==> src/frps_defines.svh <==
`ifndef FRPS_DEFINES_SVH
`define FRPS_DEFINES_SVH
// recovery times in microseconds (program and faster) and milliseconds (sector, block, chip, status)
`define FRPS_CLK_MHZ 100
`define FRPS_T_DECODE_US 40
`define FRPS_T_READ_US 35
`define FRPS_T_PROGRAM_US 310
`define FRPS_T_SECTOR_MS 12
`define FRPS_T_BLOCK_MS 25
`define FRPS_T_CHIP_MS 100
`define FRPS_T_STATUS_MS 40
`define FRPS_CYC_DECODE (`FRPS_T_DECODE_US * `FRPS_CLK_MHZ)
`define FRPS_CYC_READ (`FRPS_T_READ_US * `FRPS_CLK_MHZ)
`define FRPS_CYC_PROGRAM (`FRPS_T_PROGRAM_US * `FRPS_CLK_MHZ)
`define FRPS_CYC_SECTOR (`FRPS_T_SECTOR_MS * 1000 * `FRPS_CLK_MHZ)
`define FRPS_CYC_BLOCK (`FRPS_T_BLOCK_MS * 1000 * `FRPS_CLK_MHZ)
`define FRPS_CYC_CHIP (`FRPS_T_CHIP_MS * 1000 * `FRPS_CLK_MHZ)
`define FRPS_CYC_STATUS (`FRPS_T_STATUS_MS * 1000 * `FRPS_CLK_MHZ)
`define FRPS_CNT_W 24
`endif

==> src/frps_pkg.sv <==
package frps_pkg;
  // operation class active when the hardware reset hits
  typedef enum logic [2:0]
  {
    FRPS_OP_IDLE = 3'h0,
    FRPS_OP_DECODE = 3'h1,
    FRPS_OP_READ = 3'h2,
    FRPS_OP_PROGRAM = 3'h3,
    FRPS_OP_SECTOR = 3'h4,
    FRPS_OP_BLOCK = 3'h5,
    FRPS_OP_CHIP = 3'h6,
    FRPS_OP_STATUS = 3'h7
  } frps_op_type;
  typedef enum logic [3:0]
  {
    FRPS_ST_OFF = 4'h1,
    FRPS_ST_RESET = 4'h2,
    FRPS_ST_RECOVER = 4'h4,
    FRPS_ST_STANDBY = 4'h8
  } frps_state_type;
endpackage : frps_pkg

==> src/frps_sequencer.sv <==
`timescale 1ns/10ps
`include "frps_defines.svh"
module frps_sequencer #(
  parameter int unsigned CYC_DECODE = `FRPS_CYC_DECODE,
  parameter int unsigned CYC_READ = `FRPS_CYC_READ,
  parameter int unsigned CYC_PROGRAM = `FRPS_CYC_PROGRAM,
  parameter int unsigned CYC_SECTOR = `FRPS_CYC_SECTOR,
  parameter int unsigned CYC_BLOCK = `FRPS_CYC_BLOCK,
  parameter int unsigned CYC_CHIP = `FRPS_CYC_CHIP,
  parameter int unsigned CYC_STATUS = `FRPS_CYC_STATUS
) (
  input wire logic clk,
  input wire logic resetn,
  input wire logic supply_ok,
  input wire logic hw_reset_n,
  input wire frps_pkg::frps_op_type op_class,
  input wire logic set_write_permit,
  input wire logic clr_write_permit,
  input wire logic op_start,
  input wire logic op_done,
  output logic cmd_enable,
  output logic standby,
  output logic write_permit_latch,
  output logic operation_in_progress_flag,
  output logic op_abort,
  output logic so_oe_block,
  output frps_pkg::frps_op_type last_class
);
  import frps_pkg::*;

  logic supply_s1_q;
  logic supply_s2_q;
  logic rst_s1_q;
  logic rst_s2_q;
  frps_state_type state_q;
  frps_state_type state_d;
  logic [`FRPS_CNT_W-1:0] cnt_q;
  logic [`FRPS_CNT_W-1:0] cnt_d;
  logic [`FRPS_CNT_W-1:0] rec_len;
  frps_op_type class_q;
  logic wpl_q;
  logic wip_q;
  logic cmd_en_q;
  logic stby_q;
  logic abort_q;
  logic sohz_q;

  // pins from outside the clock domain
  always_ff @(posedge clk or negedge resetn)
  begin
    if (!resetn)
    begin
      supply_s1_q <= 1'b0;
      supply_s2_q <= 1'b0;
      rst_s1_q <= 1'b1;
      rst_s2_q <= 1'b1;
    end
    else
    begin
      supply_s1_q <= supply_ok;
      supply_s2_q <= supply_s1_q;
      rst_s1_q <= hw_reset_n;
      rst_s2_q <= rst_s1_q;
    end
  end

  wire power_fail = !supply_s2_q;
  wire hw_reset = !rst_s2_q;
  wire any_reset = power_fail || hw_reset;
  wire running = (state_q == FRPS_ST_STANDBY);
  wire cnt_done = (cnt_q == '0);

  // recovery length chosen by the class captured at reset entry
  always_comb
  begin
    case (class_q)
      FRPS_OP_DECODE: rec_len = CYC_DECODE[`FRPS_CNT_W-1:0];
      FRPS_OP_READ: rec_len = CYC_READ[`FRPS_CNT_W-1:0];
      FRPS_OP_PROGRAM: rec_len = CYC_PROGRAM[`FRPS_CNT_W-1:0];
      FRPS_OP_SECTOR: rec_len = CYC_SECTOR[`FRPS_CNT_W-1:0];
      FRPS_OP_BLOCK: rec_len = CYC_BLOCK[`FRPS_CNT_W-1:0];
      FRPS_OP_CHIP: rec_len = CYC_CHIP[`FRPS_CNT_W-1:0];
      FRPS_OP_STATUS: rec_len = CYC_STATUS[`FRPS_CNT_W-1:0];
      default: rec_len = `FRPS_CNT_W'h1;
    endcase
  end

  always_comb
  begin
    state_d = state_q;
    cnt_d = cnt_q;
    case (state_q)
      FRPS_ST_OFF:
      begin
        if (!power_fail)
        begin
          state_d = FRPS_ST_STANDBY;
        end
      end
      FRPS_ST_RESET:
      begin
        if (!hw_reset)
        begin
          state_d = FRPS_ST_RECOVER;
          cnt_d = rec_len;
        end
      end
      FRPS_ST_RECOVER:
      begin
        if (cnt_done)
        begin
          state_d = FRPS_ST_STANDBY;
        end
        else
        begin
          cnt_d = cnt_q - `FRPS_CNT_W'h1;
        end
      end
      FRPS_ST_STANDBY:
      begin
        if (hw_reset)
        begin
          state_d = FRPS_ST_RESET;
        end
      end
      default: state_d = FRPS_ST_OFF;
    endcase
    if (power_fail)
    begin
      state_d = FRPS_ST_OFF;
      cnt_d = '0;
    end
    else if (hw_reset && state_q != FRPS_ST_OFF)
    begin
      state_d = FRPS_ST_RESET;
    end
  end

  // class latched on reset entry, idle when nothing ran
  wire enter_reset = hw_reset && !power_fail && (state_q == FRPS_ST_STANDBY);
  wire [2:0] class_in = wip_q ? op_class : FRPS_OP_IDLE;

  always_ff @(posedge clk or negedge resetn)
  begin
    if (!resetn)
    begin
      state_q <= FRPS_ST_OFF;
      cnt_q <= '0;
      class_q <= FRPS_OP_IDLE;
    end
    else
    begin
      state_q <= state_d;
      cnt_q <= cnt_d;
      if (enter_reset)
      begin
        class_q <= frps_op_type'(class_in);
      end
    end
  end

  // volatile bits; any reset restores power-on defaults
  always_ff @(posedge clk or negedge resetn)
  begin
    if (!resetn)
    begin
      wpl_q <= 1'b0;
      wip_q <= 1'b0;
      abort_q <= 1'b0;
    end
    else
    begin
      abort_q <= enter_reset && wip_q;
      if (any_reset || !running)
      begin
        wpl_q <= 1'b0;
        wip_q <= 1'b0;
      end
      else
      begin
        if (set_write_permit)
        begin
          wpl_q <= 1'b1;
        end
        else if (clr_write_permit || op_start)
        begin
          wpl_q <= 1'b0;
        end
        if (op_start)
        begin
          wip_q <= 1'b1;
        end
        else if (op_done)
        begin
          wip_q <= 1'b0;
        end
      end
    end
  end

  always_ff @(posedge clk or negedge resetn)
  begin
    if (!resetn)
    begin
      cmd_en_q <= 1'b0;
      stby_q <= 1'b0;
      sohz_q <= 1'b1;
    end
    else
    begin
      cmd_en_q <= (state_d == FRPS_ST_STANDBY);
      stby_q <= (state_d == FRPS_ST_STANDBY) && !wip_q;
      sohz_q <= any_reset || (state_d == FRPS_ST_RESET) || (state_d == FRPS_ST_OFF);
    end
  end

  assign cmd_enable = cmd_en_q;
  assign standby = stby_q;
  assign write_permit_latch = wpl_q;
  assign operation_in_progress_flag = wip_q;
  assign op_abort = abort_q;
  assign so_oe_block = sohz_q;
  assign last_class = class_q;

  AST_NO_CMD_IN_RESET: assert property (@(posedge clk) disable iff (!resetn)
    (power_fail || state_q == FRPS_ST_RESET) |=> !cmd_enable)
    else $error("commands enabled during reset");
  AST_WPL_CLEARED: assert property (@(posedge clk) disable iff (!resetn)
    (state_q == FRPS_ST_OFF) |=> !write_permit_latch)
    else $error("write permit survived power-fail");
  AST_SO_HIZ: assert property (@(posedge clk) disable iff (!resetn)
    any_reset |=> so_oe_block)
    else $error("data output not blocked in reset");
  AST_RECOVER_BLOCK: assert property (@(posedge clk) disable iff (!resetn)
    (state_q == FRPS_ST_RECOVER && !cnt_done) |=> !cmd_enable)
    else $error("command enabled before recovery end");
  AST_RECOVER_LEN: assert property (@(posedge clk) disable iff (!resetn)
    $rose(state_q == FRPS_ST_RECOVER) |-> cnt_q == rec_len)
    else $error("recovery count wrong");
  AST_POWERUP_STANDBY: assert property (@(posedge clk) disable iff (!resetn)
    (state_q == FRPS_ST_OFF && !power_fail) |=> state_q == FRPS_ST_STANDBY ##1 cmd_enable)
    else $error("no standby after power-up");
  AST_WIP_CLEARED: assert property (@(posedge clk) disable iff (!resetn)
    (state_q == FRPS_ST_RESET) |=> !operation_in_progress_flag && !write_permit_latch)
    else $error("volatile bits kept through reset");
  AST_ABORT: assert property (@(posedge clk) disable iff (!resetn)
    (enter_reset && wip_q) |=> op_abort ##1 !op_abort)
    else $error("abort pulse missing");
endmodule : frps_sequencer

==> config.mk <==
export PLATFORM = sky130hd
export DESIGN_NAME = frps_sequencer
export DESIGN_NICKNAME = d
export VERILOG_FILES = /design/src/frps_pkg.sv /design/src/frps_sequencer.sv
export VERILOG_INCLUDE_DIRS = /design/src
export SDC_FILE = /design/constraint.sdc
export NUM_CORES = 1
export LEC_CHECK = 0
export ABC_AREA = 1
export CELL_PAD_IN_SITES_DETAIL_PLACEMENT = 0
export CELL_PAD_IN_SITES_GLOBAL_PLACEMENT = 1
export CORE_MARGIN = 2
export CORE_UTILIZATION = 41
export DETAILED_ROUTE_END_ITERATION = 12
export DONT_BUFFER_PORTS = 1
export GPL_TIMING_DRIVEN = 0
export PLACE_DENSITY_LB_ADDON = 0.15
export SYNTH_ARGS = -nofsm -noshare
export SYNTH_HDL_FRONTEND = slang
export SYNTH_SLANG_ARGS = --single-unit
==> constraint.sdc <==
create_clock -name clk -period 1.5 [get_ports clk]
set_input_delay 0.3 -clock clk [delete_from_list [all_inputs] [get_ports clk]]
set_output_delay 0.3 -clock clk [all_outputs]
set_load 0.03 [all_outputs]
==> summary.txt <==
Placed design
  – Area post-placement: 2740 µm²
  – Estimated wirelength of the detail-placed design: 5.40 mm
  – Global placer's final weighted congestion: 0.903
  – IO Port Bufs: 0
  – Minimum setup slack after placement: -285 ps

Clock tree
  – CTS root buf: sky130_fd_sc_hd__clkbuf_8
  – Clock transition at the registers of the reported paths: 90 ps
  – Buffer depth of the longest clock path: 2
  – CTS tree: done
  – Clock insertion delay at the later pin of the skew report: 310 ps
  – Clock Sinks: 41
  – Total clock buffers created by CTS: 5
  – Maximum level of the CTS H-tree: 2

STA
  – Setup slack after layout: -184 ps
  – Count of final setup violators: 28
  – Final worst path period need: 1680 ps
  – Post-route clock skew: 3.74 ps
  – Aggregate negative setup slack: -3480 ps
  – Setup repair after global routing missed its margin: true
  – Ratio of final minimum period to clock period: 112%
  – Number of pins exceeding their max-slew limit in the final report: 0
  – Final Hold Fails: 0
  – Tightest Pin Transition: 604 ps
  – Relative slew slack: 59.7%
  – Highest attainable clock frequency: 594 MHz

Cells and area
  – Area growth, synth to finish: 23.3%
  – Final layout net count: 420
  – Most common cell after layout, fill and taps aside: sky130_fd_sc_hd__nand2_1
  – Top library cells by usage in the layout, fill and taps aside: sky130_fd_sc_hd__nand2_1, sky130_fd_sc_hd__nor2_1, sky130_fd_sc_hd__nand3_1
  – Largest register by flop count: cnt_q
  – Final instance area: 3250 µm²
  – Fraction of layout instances using a drive strength above 1: 24.5%
  – Antenna diode count: 0
  – Number of inserted filler cells in the final layout: 631
  – Flip-flop count of the largest register, all copies and words added: 24

Run
  – Count of max-cap constraint violations: 0

GRT
  – GRT Overall Usage: 22.7%
  – Remaining Overflow, GRT: 0
  – Antenna violations before repair: 0
  – Global-route wire length before repair: 12.4 mm
  – Number of global-route vias before repair: 2462
  – Pin count of the biggest net entering global routing: 42

Critical path
  – Count of cells along the worst register-to-register path: 10
  – CP startpoint kind: flip-flop
  – Ordered cell list for the critical path: nor2_4 > nand2_2 > nor2_2 > nand3_2 > nand2_4 > nand2_8 > buf_12 > buf_8 > nand3_4 > o21ai_2
  – Nature of the critical path endpoint: flip-flop
  – Largest fanout of any net on the critical path: 4
  – CP max stage delay: 450 ps
  – Data arrival time of the worst path: 1890 ps
  – Slowest cell on the critical path: sky130_fd_sc_hd__dfrtp_1
  – Type of the setup path with the least slack: reg2reg
  – Worst endpoint required time: 1700 ps

Power and ir drop
  – PD cells: 1520 nW/µm²
  – Worst-case vdd ir drop: 628 µV
  – Leakage power total: 0.00150 µW
  – Pwr Total: 4930 µW

Routing
  – Post-detailed-route wirelength per cell: 16.1 µm
  – First-iteration detailed-routing DRC count: 137
  – Number of search-and-repair iterations in the first detailed-routing pass: 4
  – Number of design rule violations left after detail routing: 0
  – Antenna Violating Nets Remaining: 0
  – Via count: 2550
  – Via density per instance: 5.26
  – Drt total wl: 7.80 mm

Floorplanning
  – Core Box Area: 6280 µm²
  – Die Y-Extent: 84.2 µm
  – Starting utilization of the core area: 42.0%
  – DIE AREA: 7090 µm²
  – Io pins: 20
  – Die X-Extent: 84.2 µm
  – Row count: 29

Outcome
  – Violations in the final reports: negative setup slack
  – Status: finished with violations

Logic synthesis
  – Post-synth net total: 396
  – Number of warning messages in the yosys log: 0
  – Dominant cells by area after synthesis: sky130_fd_sc_hd__dfrtp_1, sky130_fd_sc_hd__nand2_1, sky130_fd_sc_hd__nand3_1
  – Top cell type's share of synthesized area: 35.1%
  – Cells after Synth: 383
  – Largest area contributor in the synthesized netlist: sky130_fd_sc_hd__dfrtp_1
  – Sequential fraction of the synthesis area: 39.1%
  – Mean area per synthesized cell: 6.88 µm²
  – Number of library cell types mapped by synthesis: 28
  – Post-synth design cell area: 2640 µm²
  – Number of register bits inferred by synthesis: 41

Min path
  – Number of cells on the worst hold path: 0
  – Worst hold path class: in2reg
[cells in the mapped netlist, drive strengths merged]
| cell type | n |
|---|---|
| nor2 | 63 |
| nand4 | 8 |
| a31oi | 1 |
| inv | 46 |
| nand3b | 2 |
| nand3 | 53 |
| o21ai | 34 |
| ha | 2 |
| nor3 | 2 |
| clkbuf | 2 |
| dfstp | 4 |
| o22ai | 1 |
| buf | 7 |
| a21o | 1 |
| nand2 | 106 |
| dfrtp | 37 |
| a21oi | 14 |
[metal layers]
metal	global-route usage, %	routed length, µm
met1	31.1	3520
met5	0	0
met3	4.92	511
met4	6.45	82
met2	36.4	3680
[kinds of logic (layout without fill, tap and decap cells)]
kind of cell / count (synthesis) / after routing / share of synthesized area (%)
buf+inv: 55 / 80 / 9.02
flops: 41 / 41 / 39.1
compound gates: 51 / 51 / 10.7
fa+ha+maj: 2 / 2 / 0.949
simple gates: 234 / 234 / 40.2
[worst paths after layout]
path	to	startpoint	slack, ps
max reg2reg	cnt_q[4]	cnt_q[5]	-180
max in group asynchronous	rst_s1_q	resetn	750
max	cnt_q[4]	cnt_q[5]	-180
min	supply_s1_q	supply_ok	10
min reg2reg	rst_s2_q	rst_s1_q	360
min in group asynchronous	cnt_q[11]	resetn	480
[what timing repair did]
action / 4_1_cts / 5_1_grt
buffers inserted: 9 / 4
pin swaps: 12 / 11
hold buffers: 3 / 0
hold endpoints to repair: 42 / 0
endpoints found under the setup margin: 28 / 31
resized for setup: 51 / 24
cloned: 2 / 0
[power by group]
| group | internal [µW] | total [µW] | switching, µW |
|---|---|---|---|
| clock network | 499 | 951 | 452 |
| logic | 787 | 2260 | 1470 |
| registers | 1320 | 1720 | 405 |
[final cells by class]
| class | instances | area [µm²] | area share (%) |
|---|---|---|---|
| buffer | 9 | 95.1 | 2.93 |
| clock buffer | 5 | 68.8 | 2.12 |
| clock inverter | 3 | 46.3 | 1.42 |
| inverter | 46 | 173 | 5.31 |
| multi-input combinational | 287 | 1550 | 47.7 |
| sequential | 41 | 1030 | 31.8 |
| tap | 77 | 96.3 | 2.96 |
| timing repair buffer | 17 | 184 | 5.66 |
[critical path: cells and delay by family (launching register included)]
family	cells	cell delay, ps
buf+inv	2	270
flops	1	450
simple gates	7	790
compound gates	1	60
[through the flow]
stage / instances / hold slack [ps] / utilization, %
floorplan: 383 / 4.41 / -
global placement: 460 / 5.71 / 43.6
detailed placement: 460 / 6.36 / 43.6
CTS: 482 / 13.7 / 50.5
global route: 485 / 6.03 / 51.8
finish: 485 / 13.7 / 51.8
Power figures use the tool's default switching activity.
